### src/hdl/rbc_pkg.sv
// constants for the reset source and brown-out control block
package rbc_pkg;
	localparam int           ADDR_W             = 10;
	localparam int           DATA_W             = 32;
	localparam int           REG_W              = 8;
	// register indexes; the bus byte address is four times the index
	localparam logic [7:0]   IDX_POWER_CONTROL  = 8'h87;
	localparam logic [7:0]   IDX_SUPPLY_MONITOR = 8'hA3;
	localparam logic [7:0]   IDX_IRQ_STATUS     = 8'h00;
	localparam logic [7:0]   IDX_IRQ_MASK       = 8'h01;
	localparam logic [7:0]   IDX_RESET_CAUSE    = 8'h02;
	localparam logic [7:0]   IDX_RESET_COMMAND  = 8'h03;
	// power_control fields
	localparam int           PC_COLD_START_BIT  = 4;
	localparam logic [7:0]   PC_WRITE_MASK      = 8'hDF;
	localparam logic [7:0]   PC_RESET_VALUE     = 8'h00;
	// supply_monitor_control fields
	localparam int           SM_DETECT_EN_BIT   = 7;
	localparam int           SM_LEVEL_BIT       = 6;
	localparam int           SM_RESET_EN_BIT    = 4;
	localparam int           SM_EVENT_BIT       = 3;
	localparam logic         SM_RESET_EN_RESET  = 1'b0;
	// level select codes
	localparam logic         LEVEL_SEL_2V7      = 1'b0;
	localparam logic         LEVEL_SEL_3V8      = 1'b1;
	// interrupt status and mask fields
	localparam int           IRQ_W              = 2;
	localparam int           IRQ_BROWNOUT_BIT   = 0;
	localparam int           IRQ_SRC_RESET_BIT  = 1;
	localparam logic [1:0]   IRQ_MASK_RESET     = 2'h0;
	// reset cause flags
	localparam int           CAUSE_W            = 3;
	localparam int           CAUSE_SOFTWARE_BIT = 0;
	localparam int           CAUSE_WATCHDOG_BIT = 1;
	localparam int           CAUSE_BROWNOUT_BIT = 2;
	// reset command field
	localparam int           CMD_SW_RESET_BIT   = 0;
	// timing and vector
	localparam int           SRC_HOLD_CYCLES    = 24;
	localparam logic [15:0]  RESET_VECTOR       = 16'h0000;
	localparam logic [1:0]   P1_FORCE_PINS      = 2'h2;
endpackage : rbc_pkg

### src/hdl/rbc_reset_brownout.sv
// top of the reset source and brown-out control block with Avalon-MM registers
// Operation
// - five reset sources: power-on, pin, software, watchdog, brown-out.
// - any reset restores registers; cause flags depend on the source. Source resets here keep the event flag and the interrupt status and mask.
// - cpu held in reset while supply is below the power-on threshold.
// - after power-on, wait for oscillator, then release cpu at address zero.
// - cold-start flag set to one when power-on reset completes.
// - cold-start flag keeps its value through all other resets.
// - four port-1 pins forced quasi-bidirectional while in reset.
// - internal ram is not initialised; software loads it.
// - with brown-out reset enabled, any level crossing resets the cpu.
// - each reset loads detect enable with inverted config word two bit 7.
// - writing one enables brown-out detection, zero disables it.
// - config level one selects 2.7 V (select 0); zero selects 3.8 V.
// - a drop, or with reset enable set any crossing, sets the event flag; interrupt when both enables set.
// - reset enable zero: no reset, flag still set on supply drop.
//
// Register access over Avalon-MM was chosen for this implementation.
`timescale 1ns/100ps
module rbc_reset_brownout #(
	parameter int HOLD_CYCLES = rbc_pkg::SRC_HOLD_CYCLES
) (
	input  wire logic                        CLK,
	input  wire logic                        RESET_N,
	input  wire logic                        OSC_READY,
	input  wire logic                        RST_PIN_N,
	input  wire logic                        WATCHDOG_EXPIRE,
	input  wire logic                        SUPPLY_ABOVE_LEVEL,
	input  wire logic                        CFG_BROWNOUT_DISABLE,
	input  wire logic                        CFG_BROWNOUT_LEVEL,
	input  wire logic                        BROWNOUT_IRQ_ENABLE,
	input  wire logic                        GLOBAL_IRQ_ENABLE,
	input  wire logic [rbc_pkg::ADDR_W-1:0]  ADDRESS,
	input  wire logic                        READ,
	input  wire logic                        WRITE,
	input  wire logic [rbc_pkg::DATA_W-1:0]  WRITEDATA,
	input  wire logic [3:0]                  BYTEENABLE,
	output logic      [rbc_pkg::DATA_W-1:0]  READDATA,
	output logic                             WAITREQUEST,
	output logic                             CPU_RESET,
	output logic      [15:0]                 CPU_START_ADDRESS,
	output logic      [3:0]                  P1_QUASI_FORCE,
	output logic                             BROWNOUT_DETECT_ENABLE,
	output logic                             BROWNOUT_LEVEL_SELECT,
	output logic                             BROWNOUT_IRQ,
	output logic                             IRQ
);
	logic                       wait_reg;
	logic [rbc_pkg::DATA_W-1:0] rdata_reg;
	logic [rbc_pkg::REG_W-1:0]  power_control_reg;
	logic                       detect_en_reg;
	logic                       level_sel_reg;
	logic                       reset_en_reg;
	logic                       event_flag_reg;
	logic [rbc_pkg::IRQ_W-1:0]  irq_status_reg;
	logic [rbc_pkg::IRQ_W-1:0]  irq_mask_reg;
	logic [rbc_pkg::CAUSE_W-1:0] cause_reg;
	logic                       sw_req_reg;
	logic                       cpu_reset_out_reg;
	logic [3:0]                 p1_force_reg;
	logic                       bod_irq_reg;
	logic                       irq_reg;
	logic                       det_en_out_reg;
	logic                       level_out_reg;

	logic                       supply_rise;
	logic                       supply_fall;
	logic                       seq_reset;
	logic                       por_done;
	logic                       cpu_reset_prev_reg;

	logic                       access;
	logic                       wr_lo;
	logic                       hit_pc;
	logic                       hit_sm;
	logic                       hit_ist;
	logic                       hit_imk;
	logic                       hit_cause;
	logic                       hit_cmd;
	logic                       crossing;
	logic                       flag_set;
	logic                       bod_reset_req;
	logic                       src_req;
	logic [rbc_pkg::REG_W-1:0]  sm_view;

	// comparator crossing detection
	rbc_sync_edge #(
		.RESET_LEVEL(1'b1)
	) u_supply_sync (
		.clk      (CLK),
		.rst_n    (RESET_N),
		.async_in (SUPPLY_ABOVE_LEVEL),
		.level    (),
		.rise     (supply_rise),
		.fall     (supply_fall)
	);

	// detection only acts while enabled and the cpu runs
	assign crossing      = detect_en_reg & ~seq_reset & (supply_rise | supply_fall);
	// without reset enable only a drop raises the flag
	assign flag_set      = detect_en_reg & ~seq_reset &
	                       (reset_en_reg ? (supply_rise | supply_fall) : supply_fall);
	assign bod_reset_req = crossing & reset_en_reg;

	// software, watchdog and brown-out requests; pin is a held level
	assign src_req = sw_req_reg | WATCHDOG_EXPIRE | bod_reset_req;

	// reset sequencer; RESET_N is the asynchronous power-on reset
	rbc_reset_seq #(
		.HOLD_CYCLES(HOLD_CYCLES)
	) u_seq (
		.clk       (CLK),
		.rst_n     (RESET_N),
		.osc_ready (OSC_READY),
		.pin_hold  (~RST_PIN_N),
		.src_req   (src_req),
		.cpu_reset (seq_reset),
		.por_done  (por_done)
	);

	// bus decode
	assign access    = (READ | WRITE) & ~wait_reg;
	assign wr_lo     = access & WRITE & BYTEENABLE[0];
	assign hit_pc    = ADDRESS == {rbc_pkg::IDX_POWER_CONTROL, 2'h0};
	assign hit_sm    = ADDRESS == {rbc_pkg::IDX_SUPPLY_MONITOR, 2'h0};
	assign hit_ist   = ADDRESS == {rbc_pkg::IDX_IRQ_STATUS, 2'h0};
	assign hit_imk   = ADDRESS == {rbc_pkg::IDX_IRQ_MASK, 2'h0};
	assign hit_cause = ADDRESS == {rbc_pkg::IDX_RESET_CAUSE, 2'h0};
	assign hit_cmd   = ADDRESS == {rbc_pkg::IDX_RESET_COMMAND, 2'h0};

	always_comb begin
		sm_view = '0;
		sm_view[rbc_pkg::SM_DETECT_EN_BIT] = detect_en_reg;
		sm_view[rbc_pkg::SM_LEVEL_BIT]     = level_sel_reg;
		sm_view[rbc_pkg::SM_RESET_EN_BIT]  = reset_en_reg;
		sm_view[rbc_pkg::SM_EVENT_BIT]     = event_flag_reg;
	end

	// one wait cycle per access: low for exactly one edge
	always_ff @(posedge CLK or negedge RESET_N) begin
		if (!RESET_N) begin
			wait_reg <= 1'b1;
		end else begin
			wait_reg <= ~((READ | WRITE) & wait_reg);
		end
	end

	// read data captured while waitrequest is still high; unmapped reads zero
	always_ff @(posedge CLK or negedge RESET_N) begin
		if (!RESET_N) begin
			rdata_reg <= '0;
		end else if (READ && wait_reg) begin
			rdata_reg <= '0;
			if (hit_pc) begin
				rdata_reg[rbc_pkg::REG_W-1:0] <= power_control_reg;
			end else if (hit_sm) begin
				rdata_reg[rbc_pkg::REG_W-1:0] <= sm_view;
			end else if (hit_ist) begin
				rdata_reg[rbc_pkg::IRQ_W-1:0] <= irq_status_reg;
			end else if (hit_imk) begin
				rdata_reg[rbc_pkg::IRQ_W-1:0] <= irq_mask_reg;
			end else if (hit_cause) begin
				rdata_reg[rbc_pkg::CAUSE_W-1:0] <= cause_reg;
			end
		end
	end

	// power_control: cold-start flag survives every non power-on reset
	always_ff @(posedge CLK or negedge RESET_N) begin
		if (!RESET_N) begin
			power_control_reg <= rbc_pkg::PC_RESET_VALUE;
		end else if (por_done) begin
			power_control_reg <= rbc_pkg::PC_RESET_VALUE;
			power_control_reg[rbc_pkg::PC_COLD_START_BIT] <= 1'b1;
		end else if (seq_reset) begin
			// other bits back to reset value, flag kept
			power_control_reg <= (rbc_pkg::PC_RESET_VALUE & ~(8'h01 << rbc_pkg::PC_COLD_START_BIT)) |
			                     (power_control_reg & (8'h01 << rbc_pkg::PC_COLD_START_BIT));
		end else if (wr_lo && hit_pc) begin
			// software may clear the flag after startup
			power_control_reg <= WRITEDATA[rbc_pkg::REG_W-1:0] & rbc_pkg::PC_WRITE_MASK;
		end
	end

	// supply_monitor_control: detect enable and level reloaded from config, reset enable cleared, at every reset
	always_ff @(posedge CLK or negedge RESET_N) begin
		if (!RESET_N) begin
			detect_en_reg <= 1'b0;
		end else if (seq_reset) begin
			detect_en_reg <= ~CFG_BROWNOUT_DISABLE;
		end else if (wr_lo && hit_sm) begin
			detect_en_reg <= WRITEDATA[rbc_pkg::SM_DETECT_EN_BIT];
		end
	end

	always_ff @(posedge CLK or negedge RESET_N) begin
		if (!RESET_N) begin
			level_sel_reg <= rbc_pkg::LEVEL_SEL_2V7;
		end else if (seq_reset) begin
			// config one picks the low threshold
			level_sel_reg <= CFG_BROWNOUT_LEVEL ? rbc_pkg::LEVEL_SEL_2V7
			                                    : rbc_pkg::LEVEL_SEL_3V8;
		end else if (wr_lo && hit_sm) begin
			level_sel_reg <= WRITEDATA[rbc_pkg::SM_LEVEL_BIT];
		end
	end

	always_ff @(posedge CLK or negedge RESET_N) begin
		if (!RESET_N) begin
			reset_en_reg <= rbc_pkg::SM_RESET_EN_RESET;
		end else if (seq_reset) begin
			reset_en_reg <= rbc_pkg::SM_RESET_EN_RESET;
		end else if (wr_lo && hit_sm) begin
			reset_en_reg <= WRITEDATA[rbc_pkg::SM_RESET_EN_BIT];
		end
	end

	// event flag survives source resets so software can see it at startup
	always_ff @(posedge CLK or negedge RESET_N) begin
		if (!RESET_N) begin
			event_flag_reg <= 1'b0;
		end else if (flag_set) begin
			event_flag_reg <= 1'b1;
		end else if (wr_lo && hit_sm) begin
			event_flag_reg <= WRITEDATA[rbc_pkg::SM_EVENT_BIT];
		end
	end

	// reset cause flags: set by their source, kept until power-on or a bus write
	always_ff @(posedge CLK or negedge RESET_N) begin
		if (!RESET_N) begin
			cause_reg <= '0;
		end else begin
			for (int i = 0; i < rbc_pkg::CAUSE_W; i++) begin
				if (wr_lo && hit_cause) begin
					cause_reg[i] <= WRITEDATA[i];
				end
			end
			if (sw_req_reg) begin
				cause_reg[rbc_pkg::CAUSE_SOFTWARE_BIT] <= 1'b1;
			end
			if (WATCHDOG_EXPIRE) begin
				cause_reg[rbc_pkg::CAUSE_WATCHDOG_BIT] <= 1'b1;
			end
			if (bod_reset_req) begin
				cause_reg[rbc_pkg::CAUSE_BROWNOUT_BIT] <= 1'b1;
			end
		end
	end

	// software reset command, one-cycle request
	always_ff @(posedge CLK or negedge RESET_N) begin
		if (!RESET_N) begin
			sw_req_reg <= 1'b0;
		end else begin
			sw_req_reg <= wr_lo & hit_cmd & WRITEDATA[rbc_pkg::CMD_SW_RESET_BIT] & ~seq_reset;
		end
	end

	// interrupt status (read clears, set wins) and mask
	always_ff @(posedge CLK or negedge RESET_N) begin
		if (!RESET_N) begin
			cpu_reset_prev_reg <= 1'b1;
		end else begin
			cpu_reset_prev_reg <= seq_reset;
		end
	end

	always_ff @(posedge CLK or negedge RESET_N) begin
		if (!RESET_N) begin
			irq_status_reg <= '0;
		end else begin
			if (access && READ && hit_ist) begin
				irq_status_reg <= '0;
			end
			if (flag_set) begin
				irq_status_reg[rbc_pkg::IRQ_BROWNOUT_BIT] <= 1'b1;
			end
			if (cpu_reset_prev_reg && !seq_reset) begin
				irq_status_reg[rbc_pkg::IRQ_SRC_RESET_BIT] <= 1'b1;
			end
		end
	end

	always_ff @(posedge CLK or negedge RESET_N) begin
		if (!RESET_N) begin
			irq_mask_reg <= rbc_pkg::IRQ_MASK_RESET;
		end else if (wr_lo && hit_imk) begin
			irq_mask_reg <= WRITEDATA[rbc_pkg::IRQ_W-1:0];
		end
	end

	// registered outputs
	always_ff @(posedge CLK or negedge RESET_N) begin
		if (!RESET_N) begin
			cpu_reset_out_reg <= 1'b1;
		end else begin
			cpu_reset_out_reg <= seq_reset;
		end
	end

	// pins P1.6, P1.7, P1.0, P1.1 in bits 3..0
	generate
		for (genvar p = 0; p < 4; p++) begin : g_p1_force
			always_ff @(posedge CLK or negedge RESET_N) begin
				if (!RESET_N) begin
					p1_force_reg[p] <= 1'b1;
				end else begin
					p1_force_reg[p] <= seq_reset;
				end
			end
		end
	endgenerate

	always_ff @(posedge CLK or negedge RESET_N) begin
		if (!RESET_N) begin
			det_en_out_reg <= 1'b0;
			level_out_reg  <= rbc_pkg::LEVEL_SEL_2V7;
		end else begin
			det_en_out_reg <= detect_en_reg;
			level_out_reg  <= level_sel_reg;
		end
	end

	always_ff @(posedge CLK or negedge RESET_N) begin
		if (!RESET_N) begin
			bod_irq_reg <= 1'b0;
		end else begin
			bod_irq_reg <= event_flag_reg & BROWNOUT_IRQ_ENABLE & GLOBAL_IRQ_ENABLE;
		end
	end

	always_ff @(posedge CLK or negedge RESET_N) begin
		if (!RESET_N) begin
			irq_reg <= 1'b0;
		end else begin
			irq_reg <= |(irq_status_reg & irq_mask_reg);
		end
	end

	// no memory clearing: internal ram content is left to software
	assign READDATA               = rdata_reg;
	assign WAITREQUEST            = wait_reg;
	assign CPU_RESET              = cpu_reset_out_reg;
	assign CPU_START_ADDRESS      = rbc_pkg::RESET_VECTOR;
	assign P1_QUASI_FORCE         = p1_force_reg;
	assign BROWNOUT_DETECT_ENABLE = det_en_out_reg;
	assign BROWNOUT_LEVEL_SELECT  = level_out_reg;
	assign BROWNOUT_IRQ           = bod_irq_reg;
	assign IRQ                    = irq_reg;
endmodule // rbc_reset_brownout

### src/hdl/rbc_sync_edge.sv
// two-flop synchroniser with rising and falling edge pulses
`timescale 1ns/100ps
module rbc_sync_edge #(
	parameter logic RESET_LEVEL = 1'b1
) (
	input  wire logic clk,
	input  wire logic rst_n,
	input  wire logic async_in,
	output logic      level,
	output logic      rise,
	output logic      fall
);
	logic meta_reg;
	logic sync_reg;
	logic last_reg;

	always_ff @(posedge clk or negedge rst_n) begin
		if (!rst_n) begin
			meta_reg <= RESET_LEVEL;
			sync_reg <= RESET_LEVEL;
			last_reg <= RESET_LEVEL;
		end else begin
			meta_reg <= async_in;
			sync_reg <= meta_reg;
			last_reg <= sync_reg;
		end
	end

	assign level = sync_reg;
	assign rise  = sync_reg & ~last_reg;
	assign fall  = ~sync_reg & last_reg;
endmodule // rbc_sync_edge

### src/hdl/rbc_reset_seq.sv
// cpu reset sequencer: power-on wait for oscillator, then source holds
`timescale 1ns/100ps
module rbc_reset_seq #(
	parameter int HOLD_CYCLES = rbc_pkg::SRC_HOLD_CYCLES
) (
	input  wire logic clk,
	input  wire logic rst_n,
	input  wire logic osc_ready,
	input  wire logic pin_hold,
	input  wire logic src_req,
	output logic      cpu_reset,
	output logic      por_done
);
	typedef enum logic [2:0] {
		ST_POR  = 3'b001,
		ST_RUN  = 3'b010,
		ST_HOLD = 3'b100
	} rbc_seq_state_type;

	localparam int CNT_W = $clog2(HOLD_CYCLES + 1);

	rbc_seq_state_type state_reg;
	logic [CNT_W-1:0]  cnt_reg;
	logic              cpu_reset_reg;
	logic              por_done_reg;

	always_ff @(posedge clk or negedge rst_n) begin
		if (!rst_n) begin
			state_reg     <= ST_POR;
			cnt_reg       <= '0;
			cpu_reset_reg <= 1'b1;
			por_done_reg  <= 1'b0;
		end else begin
			por_done_reg <= 1'b0;
			case (state_reg)
				ST_POR: begin
					if (osc_ready) begin
						state_reg     <= ST_RUN;
						cpu_reset_reg <= 1'b0;
						por_done_reg  <= 1'b1;
					end
				end
				ST_RUN: begin
					if (src_req || pin_hold) begin
						state_reg     <= ST_HOLD;
						cpu_reset_reg <= 1'b1;
						cnt_reg       <= CNT_W'(HOLD_CYCLES - 1);
					end
				end
				ST_HOLD: begin
					if (src_req || pin_hold) begin
						cnt_reg <= CNT_W'(HOLD_CYCLES - 1);
					end else if (cnt_reg == '0) begin
						state_reg     <= ST_RUN;
						cpu_reset_reg <= 1'b0;
					end else begin
						cnt_reg <= cnt_reg - 1'b1;
					end
				end
				default: begin
					state_reg     <= ST_POR;
					cpu_reset_reg <= 1'b1;
				end
			endcase
		end
	end

	assign cpu_reset = cpu_reset_reg;
	assign por_done  = por_done_reg;
endmodule // rbc_reset_seq

### config.mk
export PLATFORM = sky130hd
export DESIGN_NAME = rbc_reset_brownout
export DESIGN_NICKNAME = d
export VERILOG_FILES = /design/src/hdl/rbc_pkg.sv /design/src/hdl/rbc_reset_brownout.sv /design/src/hdl/rbc_sync_edge.sv /design/src/hdl/rbc_reset_seq.sv
export SDC_FILE = /design/constraint.sdc
export NUM_CORES = 1
export LEC_CHECK = 0
export ABC_AREA = 1
export BUFFER_PORTS_ARGS = -buffer_cell sky130_fd_sc_hd__buf_4
export CAP_MARGIN = 20
export CORE_MARGIN = 3
export CORE_UTILIZATION = 47
export DETAILED_ROUTE_END_ITERATION = 8
export PLACE_DENSITY = 0.81
export SKIP_LAST_GASP = 1
export SYNTH_ARGS = -nofsm -noshare
export SYNTH_HDL_FRONTEND = slang
export SYNTH_SLANG_ARGS = --single-unit
### constraint.sdc
create_clock -name CLK -period 2.05 [get_ports CLK]
set_input_delay 0 -clock CLK [delete_from_list [all_inputs] [get_ports CLK]]
set_output_delay 0 -clock CLK [all_outputs]
set_load 0.02 [all_outputs]
Yosys cells after proc, flatten, opt, wreduce, memory -nomap -nowiden
Cells that the tools add are included.
{"block": "word_totals", "ff_bits": 47, "in_bits": 58, "out_inout_bits": 58, "elab_cells": 141}
{"block": "op_classes", "addsub": 1, "eq_ne": 14, "n_mux": 46, "n_bitwise": 27, "reduce_logical": 26}
{"cell": "8-bit two-way mux", "count": 4}
{"cell": "1-bit two-way mux", "count": 26}
{"cell": "10-bit == test, second input constant", "count": 2}
{"cell": "10-bit by 4-bit == test with 1-bit output, second input constant", "count": 2}
{"cell": "5-bit two-way mux", "count": 4}
{"cell": "3-bit two-way mux", "count": 6}
{"cell": "2-bit nonzero test", "count": 9}
{"cell": "1-bit bitwise AND", "count": 15}
{"cell": "10-bit by 3-bit == test with 1-bit output, second input constant", "count": 1}
{"cell": "10-bit logical NOT", "count": 1}
{"cell": "5-bit one-hot mux with 2 select lines", "count": 1}
{"cell": "3-bit one-hot mux with 3 select lines", "count": 1}
{"cell": "1-bit logical AND", "count": 8}
{"cell": "1-bit inverter", "count": 7}
{"cell": "2-bit two-way mux", "count": 3}
{"cell": "2-bit inequality test, second input constant", "count": 3}
{"cell": "5-bit logical NOT", "count": 1}
{"cell": "5-bit by 1-bit subtractor with 5-bit output, second input constant", "count": 1}
{"cell": "2-bit by 1-bit inequality test with 1-bit output, second input constant", "count": 2}
{"cell": "1-bit bitwise OR", "count": 4}
{"cell": "4-bit AND reduction", "count": 1}
{"cell": "3-bit by 1-bit == test with 1-bit output, second input constant", "count": 1}
{"cell": "3-bit by 2-bit == test with 1-bit output, second input constant", "count": 1}
{"cell": "3-bit == test, second input constant", "count": 1}
{"cell": "9 further kinds", "count": 9}

Longest topological paths before layout
Gate-level depths: netlist of the first run.
{"block": "depth", "word_depth": 9, "mapped_depth": 11, "depth_no_buf": 11}

Modules after synthesis
Synthesis of the first run repeated with hierarchy kept, for this count alone.
{"block": "unflattened", "cells_unflattened": 335, "area_unflattened_um2": 2657.5}
{"mod": "rbc_reset_brownout", "n_inst": 1, "cells_each": 251, "area_each_um2": 1969.4, "seq_area_each_um2": 803.3}
{"mod": "rbc_reset_seq", "n_inst": 1, "cells_each": 77, "area_each_um2": 594.3, "seq_area_each_um2": 252.7}
{"mod": "rbc_sync_edge", "n_inst": 1, "cells_each": 7, "area_each_um2": 93.8, "seq_area_each_um2": 78.8}

Worst setup path before layout of the first run
OpenSTA, ideal clock, no wires.
{"block": "synth_timing", "path_kind": "reg2reg", "start": "register u_supply_sync.sync_reg (netlist: u_supply_sync.level)", "end": "register u_seq.state_reg[1]", "setup_ps": 78, "t_arrival_ps": 1461, "required_time_ps": 1972, "path_slack_ps": 511, "path_stages_with_launch": 10, "path_buffers": 0, "synth_period_minus_slack_ps": 1539, "cell_sequence": "dfstp_2 -> inv_1 -> ha_1 -> nor2_1 -> nand2_1 -> nand2_2 -> nor2_1 -> a21oi_1 -> nand2_1 -> o21bai_1"}
{"block": "synth_between", "elab_chain_cells": 9, "elab_cells_between_ends": 11, "cone_classes": "eq/ne: 2; bitwise: 7; reduce/logical: 2"}
{"element": "start, declared", "line_no": "rbc_sync_edge.sv:14", "text": "logic sync_reg;"}
{"element": "start signal, assigned", "line_no": "rbc_sync_edge.sv:24", "text": "sync_reg <= meta_reg;"}
{"element": "1-bit inverter", "line_no": "rbc_sync_edge.sv:31", "text": "assign fall = ~sync_reg & last_reg;"}
{"element": "1-bit bitwise AND", "line_no": "rbc_sync_edge.sv:31"}
{"element": "1-bit bitwise OR (*)", "line_no": "rbc_reset_brownout.sv:99", "text": "assign crossing = detect_en_reg & ~seq_reset & (supply_rise | supply_fall);"}
{"element": "1-bit bitwise AND (*)", "line_no": "rbc_reset_brownout.sv:99"}
{"element": "1-bit bitwise AND (*)", "line_no": "rbc_reset_brownout.sv:103", "text": "assign bod_reset_req = crossing & reset_en_reg;"}
{"element": "1-bit bitwise OR (*)", "line_no": "rbc_reset_brownout.sv:106", "text": "assign src_req = sw_req_reg | WATCHDOG_EXPIRE | bod_reset_req;"}
{"element": "1-bit logical OR (*)", "line_no": "rbc_reset_seq.sv:44, rbc_reset_seq.sv:51"}
{"element": "2-bit inequality test (no source line) or 2-bit by 1-bit inequality test with 1-bit output (tied branches)"}
{"element": "4-bit AND reduction (no source line) (*)"}
{"element": "end signal, assigned", "line_no": "rbc_reset_seq.sv:45", "text": "state_reg <= ST_HOLD;"}
{"element": "end signal, assigned", "line_no": "rbc_reset_seq.sv:54", "text": "state_reg <= ST_RUN;"}
{"element": "end signal, assigned", "line_no": "rbc_reset_seq.sv:61", "text": "state_reg <= ST_POR;"}
{"element": "end, declared", "line_no": "rbc_reset_seq.sv:22", "text": "rbc_seq_state_type state_reg;"}
Every way passes the cells marked *; elsewhere a longest branch is shown, timed or not.
A chain may end at the register's enable or synchronous reset.

Worst setup path in the final report of the first run
{"block": "layout_timing", "start": "register wait_reg (netlist: WAITREQUEST)", "end": "register cause_reg[1] (netlist bit)"}
{"block": "layout_between", "elab_chain_cells": 6}
{"element": "start, declared", "line_no": "rbc_reset_brownout.sv:48", "text": "logic wait_reg;"}
{"element": "start signal, assigned", "line_no": "rbc_reset_brownout.sv:144", "text": "wait_reg <= ~((READ | WRITE) & wait_reg);"}
{"element": "1-bit inverter", "line_no": "rbc_reset_brownout.sv:122", "text": "assign access = (READ | WRITE) & ~wait_reg;"}
{"element": "1-bit bitwise AND", "line_no": "rbc_reset_brownout.sv:122"}
{"element": "1-bit bitwise AND (2 in series)", "line_no": "rbc_reset_brownout.sv:123", "text": "assign wr_lo = access & WRITE & BYTEENABLE[0];"}
{"element": "1-bit logical AND", "line_no": "rbc_reset_brownout.sv:235", "text": "if (wr_lo && hit_cause) begin"}
{"element": "2-bit nonzero test (no source line)"}
{"element": "end signal, assigned by index", "line_no": "rbc_reset_brownout.sv:236", "text": "cause_reg[i] <= WRITEDATA[i];"}
{"element": "end, declared", "line_no": "rbc_reset_brownout.sv:57", "text": "logic [rbc_pkg::CAUSE_W-1:0] cause_reg;"}
Every way passes these cells.

==> results of run 1 <==
## critical path: stages (launching register included)
cell,delay (ns)
dfstp_2,0.57
inv_2,0.04
nand3_1,0.11
inv_2,0.10
nand3_2,0.12
clkinv_1,0.10
a21oi_1,0.13
dlygate4sd3_1,0.56
nand2_1,0.05
## final timing paths
path / from / endpoint / slack [ns] / cells past startpoint
max in group asynchronous: RESET_N / u_supply_sync.meta_reg / 1.42 / 2
hold / removal: CFG_BROWNOUT_DISABLE / detect_en_reg / 0.01 / 4
min in group asynchronous: RESET_N / IRQ / 0.24 / 2
setup reg to reg: WAITREQUEST / cause_reg[1] / 0.16 / 8
hold reg to reg: u_supply_sync.meta_reg / u_supply_sync.level / 0.36 / 0
setup / recovery: WAITREQUEST / cause_reg[1] / 0.16 / 8
## synth_stat cells (all sizes together), types with 2 or more instances
master	n	area, sq um
nor2	25	116
dfstp	7	184
inv	34	128
dfrtp	38	951
nand2	72	273
a21oi	6	30.0
buf	45	338
nand4	7	43.8
nor3	6	52.6
a22o	2	17.5
nand3b	2	15.0
o21ai	16	83.8
ha	2	25.0
nand3	34	183
## per-layer routing
layer | GRT usage | part of all wire | routed length [um]
met2 | 0.296 | 0.50 | 2540
met4 | 0.0664 | 0.017 | 89
met5 | 0 | 0 | 0
met3 | 0.0424 | 0.079 | 405
met1 | 0.213 | 0.41 | 2070
## area by class of cell
cell class                 instances  area (sq um)
fill                             439          1950
multi-input combinational        217          1020
sequential                        45          1130
clock inverter                     2          10.0
clock buffer                       6          72.6
timing repair buffer              62           505
inverter                          35           131
tap                               67          83.8
## timing repair
item | 4_1_cts | 5_1_grt
endpoints found under the setup margin | 0 | 1
hold endpoints to repair | 57 | 0
gates resized for setup | 0 | 1
hold buffers | 16 | 0
## through the flow
step / utilization / worst slack [ns]
finish: 0.603 / 0.165
global route: 0.603 / 0.0167
CTS: 0.602 / 0.110
detailed placement: 0.553 / 0.343
global placement: 0.553 / 0.365
floorplan: - / 0.511
## kinds of logic after synthesis
group	synth area share
compound gates	0.0612
buf+inv	0.190
simple gates	0.279
fa+ha+maj	0.0101
flops	0.459
other cells	0.00152
## power by group
part,internal [mW],switching (mW),total [mW]
sequential,1.04,0.110,1.15
clock,0.237,0.289,0.525
combinational,0.270,0.507,0.777
==> results.yml, run 1 <==
die:
  core_area_sq_mm: 0.00491
  initial_core_util: 0.504
  io_pins: 116
  core.rowCount: 25
  die_h_um: 78.5
  die_w_um: 78.5
  dieArea_sq_mm: 0.00617
timing:
  setup-violations-final: 0
  max_slew_margin: 0.623
  rsz0062_at_grt: "no"
  hold_violations: 0
  min_period_ns: 1.89
  fin_skew_ns: 0.00878
  finalCritPeriodShare: 0.920
  fin_hold_ws_ns: 0.0134
  tns_ns: 0
  maxSlewViolCount: 0
  worst_pin_slew_ns: 0.566
  fmax_mhz: 530
synthesis:
  syn_inst: 302
  ys.flop_type: "dfrtp_1"
  async_flop_share: 1.00
  syn_area_per_cell_sq_um: 8.19
  synth_edf_count: 0
  seq_area_frac_synth: 0.459
  ys.warnings.count: 0
  ys_seq_elements: 45
  syn_area_sq_mm: 0.00247
  yosysUniqueCellTypes: 28
drt:
  initialDrtViolationCount: 209
  vias: 2043
  ant_nets: 0
  drc: 0
  postRouteWirelength_um: 5100
  via_per_inst: 4.71
  dr.pass1.iters: 4
  routedWlPerCell_um: 11.8
status:
  outcome: "completed"
power_and_ir_drop:
  power.density_mw_per_mm2: 827
  p_leak_nw: 1.57
  vdd_drop_max_uv: 705
  power_mw: 2.45
flow_run:
  max_cap_viol_count: 0
clock_network:
  clockBufferDepth: 2
  cts_setup_buffers: 0
  clk_latency_ns: 0.30
  clock_sinks: 45
  cts_htree_levels: 2
  root_buffer: "clkbuf_8"
  cts_made_buffers: 5
  cts_tree: "done"
  clk_pin_slew_ns: 0.09
critical_path:
  critPathKind: "reg -> reg"
  cp-start-kind: "flip-flop"
  cp_max_fo: 5
  worst_setup_path_end_kind: "flip-flop"
  crit_required_ns: 2.24
  arrival_ns: 2.07
finish:
  final_cell_mix: "nand2_1 (71), buf_4 (46), conb_1 (41)"
  finalNetCount: 426
  final_area_sq_mm: 0.00296
  diodes: 0
  drive_above_1_share: 0.226
  instances_no_fill: 434
  area_delta_synth_final_pct: 19.8
  final_common_cell: "nand2_1"
global_routing:
  track_usage: 0.174
  grt_max_degree: 46
  grt_pass1_vias: 1933
  grt-ovfl-total: 0
  antenna_found_initial: 0
  grt_first_pass_wirelength_um: 8630
place:
  placed_cells: 410
  placed_cell_area_sq_mm: 0.00272
  place.gp.congestion: 0.837
  io_buffers: 46
  hpwl_um: 3870
min_path:
  hp-class: "in -> reg"
Power figures use the tool's default switching activity.
==> run 2: changes to the inputs <==
--- a/config.mk
+++ b/config.mk
@@ -9,10 +9,11 @@
 export BUFFER_PORTS_ARGS = -buffer_cell sky130_fd_sc_hd__buf_4
 export CAP_MARGIN = 20
 export CORE_MARGIN = 3
-export CORE_UTILIZATION = 47
+export CORE_UTILIZATION = 48
 export DETAILED_ROUTE_END_ITERATION = 8
 export PLACE_DENSITY = 0.81
 export SKIP_LAST_GASP = 1
 export SYNTH_ARGS = -nofsm -noshare
 export SYNTH_HDL_FRONTEND = slang
+export SYNTH_HIERARCHICAL = 1
 export SYNTH_SLANG_ARGS = --single-unit
==> run 2 against run 1 <==
Global-route usage is 0.21 points lower. Fmax rose by 6.2%. Count of clock-buffer cells in the layout up 1. Die area rose by 4.8%. Highest routed layer unchanged.
==> results.yml, run 2 <==
status:
  outcome: "completed"
synthesis:
  synth.most_common_cell: "nand2_1"
  ys.warnings.count: 6
  seq_area_frac_synth: 0.427
  syn_area_per_cell_sq_um: 7.93
  synth_top_area_frac: 0.358
  async_flop_share: 1.00
  ys.flop_type: "dfrtp_1"
  ys_top_cells_by_area: "dfrtp_1 (36%), nand2_1 (14%), buf_4 (13%)"
  synthTopCellsByCount: "nand2_1 (96), buf_4 (45), nand3_1 (39)"
  synth.largest_area_cell: "dfrtp_1"
  ys_seq_elements: 45
  syn_area_sq_mm: 0.00266
  yosysUniqueCellTypes: 32
  synth_edf_count: 0
  syn_inst: 335
timing:
  tns_ns: 0
  fmax_mhz: 564
  fin_skew_ns: 0.0126
  setup-violations-final: 0
  hold_violations: 0
  maxSlewViolCount: 0
  min_period_ns: 1.77
  max_slew_margin: 0.633
  finalCritPeriodShare: 0.866
  setup_ws_ns: 0.275
  rsz0062_at_grt: "no"
  worst_pin_slew_ns: 0.551
finish:
  area_delta_synth_final_pct: 19.2
  final_common_cell: "nand2_1"
  final_cell_mix: "nand2_1 (96), buf_4 (46), conb_1 (41)"
  finalNetCount: 460
  final_area_sq_mm: 0.00317
  drive_above_1_share: 0.221
  diodes: 0
power_and_ir_drop:
  power.density_mw_per_mm2: 872
  power_mw: 2.76
  vdd_drop_max_uv: 661
  p_leak_nw: 1.72
die:
  core.rowCount: 26
  initial_core_util: 0.507
  io_pins: 116
  die_w_um: 80.4
  dieArea_sq_mm: 0.00647
  core_area_sq_mm: 0.00524
  die_h_um: 80.4
critical_path:
  worst_setup_path_end_kind: "flip-flop"
  arrival_ns: 1.96
  cp_max_fo: 5
  rr_worst_depth: 7
  cp-start-kind: "flip-flop"
  crit_required_ns: 2.24
  critPathKind: "reg -> reg"
global_routing:
  grt_first_pass_wirelength_um: 8660
  track_usage: 0.172
  grt_pass1_vias: 2033
  grt_max_degree: 46
  grt-ovfl-total: 0
  antenna_found_initial: 0
place:
  pre_cts_ws_ns: 0.296
  placed_cell_area_sq_mm: 0.00290
  hpwl_um: 4010
  place.gp.congestion: 0.895
  io_buffers: 46
clock_network:
  cts_made_buffers: 5
  clk_pin_slew_ns: 0.08
  cts_htree_levels: 2
  clk_latency_ns: 0.30
  clockBufferDepth: 2
  cts_tree: "done"
  cts_resized: 0
  root_buffer: "clkbuf_8"
  clock_sinks: 45
  cts_setup_buffers: 0
drt:
  vias: 2182
  ant_nets: 0
  routedWlPerCell_um: 11.0
  postRouteWirelength_um: 5190
  drc: 0
  dr.pass1.iters: 6
  via_per_inst: 4.62
  initialDrtViolationCount: 106
flow_run:
  max_cap_viol_count: 0
min_path:
  hp-class: "in -> reg"
  min_path_cells: 4
==> run 2: cell count changes after synthesis, sizes merged, moves of 2 or more <==
cell   previous run  this run
nor3              6         4
nor4              0         3
nand3            34        40
o21ai            16        12
nor2             25        31
a21oi             6         1
nand2            72       103
==> run 2: what timing repair did <==
item                       in CTS  in global routing
hold buffers                   18                  0
hold endpoints to repair       58                  0
setup endpoints to repair       0                  0
==> run 2: per-layer routing <==
layer,vias to the layer above,share of wire,global-route usage,wire (um)
met1,996,0.41,0.206,2130
met4,0,0.018,0.0726,94
li1,1111,-,-,-
met5,-,0,0,0
met3,8,0.064,0.0336,330
met2,67,0.51,0.300,2630
==> run 2: critical path: stages, from the launching register on <==
cell and delay (ns):
dfstp_2 0.39, nor2_1 0.11, nand2_1 0.11, inv_2 0.16
nand4_1 0.17, nand2_1 0.11, nand3_1 0.06, dlygate4sd3_1 0.56
==> run 2: logic make-up (layout without fill, tap and decap cells) <==
family / count (synthesis) / in the layout / share of synthesized area
flip-flops: 45 / 45 / 0.427
buffers and inverters: 82 / 109 / 0.179
XOR/XNOR: 1 / 1 / 0.00330
other: 1 / 41 / 0.00141
AO/OA/AOI/OAI: 14 / 14 / 0.0306
AND/OR/NAND/NOR: 191 / 191 / 0.354
adder cells (fa/ha/maj): 1 / 1 / 0.00471
==> run 2: power by group <==
group	switching (mW)	leakage, nW	internal (mW)	total, mW
logic	0.653	1.14	0.372	1.03
clock network	0.281	0.0385	0.241	0.522
registers	0.150	0.547	1.06	1.21
==> run 2: area by class of cell <==
class	count	area (sq um)
Fill cell	466	2070
Multi-Input combinational cell	248	1200
Sequential cell	45	1130
Timing Repair Buffer	64	526
Inverter	37	139
Tap cell	70	87.6
Clock buffer	7	76.3
Clock inverter	1	7.51
==> run 2: path summary, 6_finish.rpt <==
kind / startpoint / to / slack (ns)
hold reg to reg: u_supply_sync/meta_reg / u_supply_sync/level / 0.36
setup / recovery: WAITREQUEST / cause_reg[1] / 0.28
min in group asynchronous: RESET_N / u_seq/cnt_reg[1] / 0.21
max in group asynchronous: RESET_N / sw_req_reg / 1.44
hold / removal: ADDRESS[9] / sw_req_reg / 0.05
setup reg to reg: WAITREQUEST / cause_reg[1] / 0.28
==> run 2: through the flow <==
step           instances   util  hold WS [ns]
2_1_floorplan        375      -        -0.296
3_3_place_gp         446  0.554        0.0258
3_5_place_dp         446  0.554        0.0300
4_1_cts              472  0.605        0.0426
5_1_grt              472  0.605        0.0751
6_report             472  0.605        0.0531
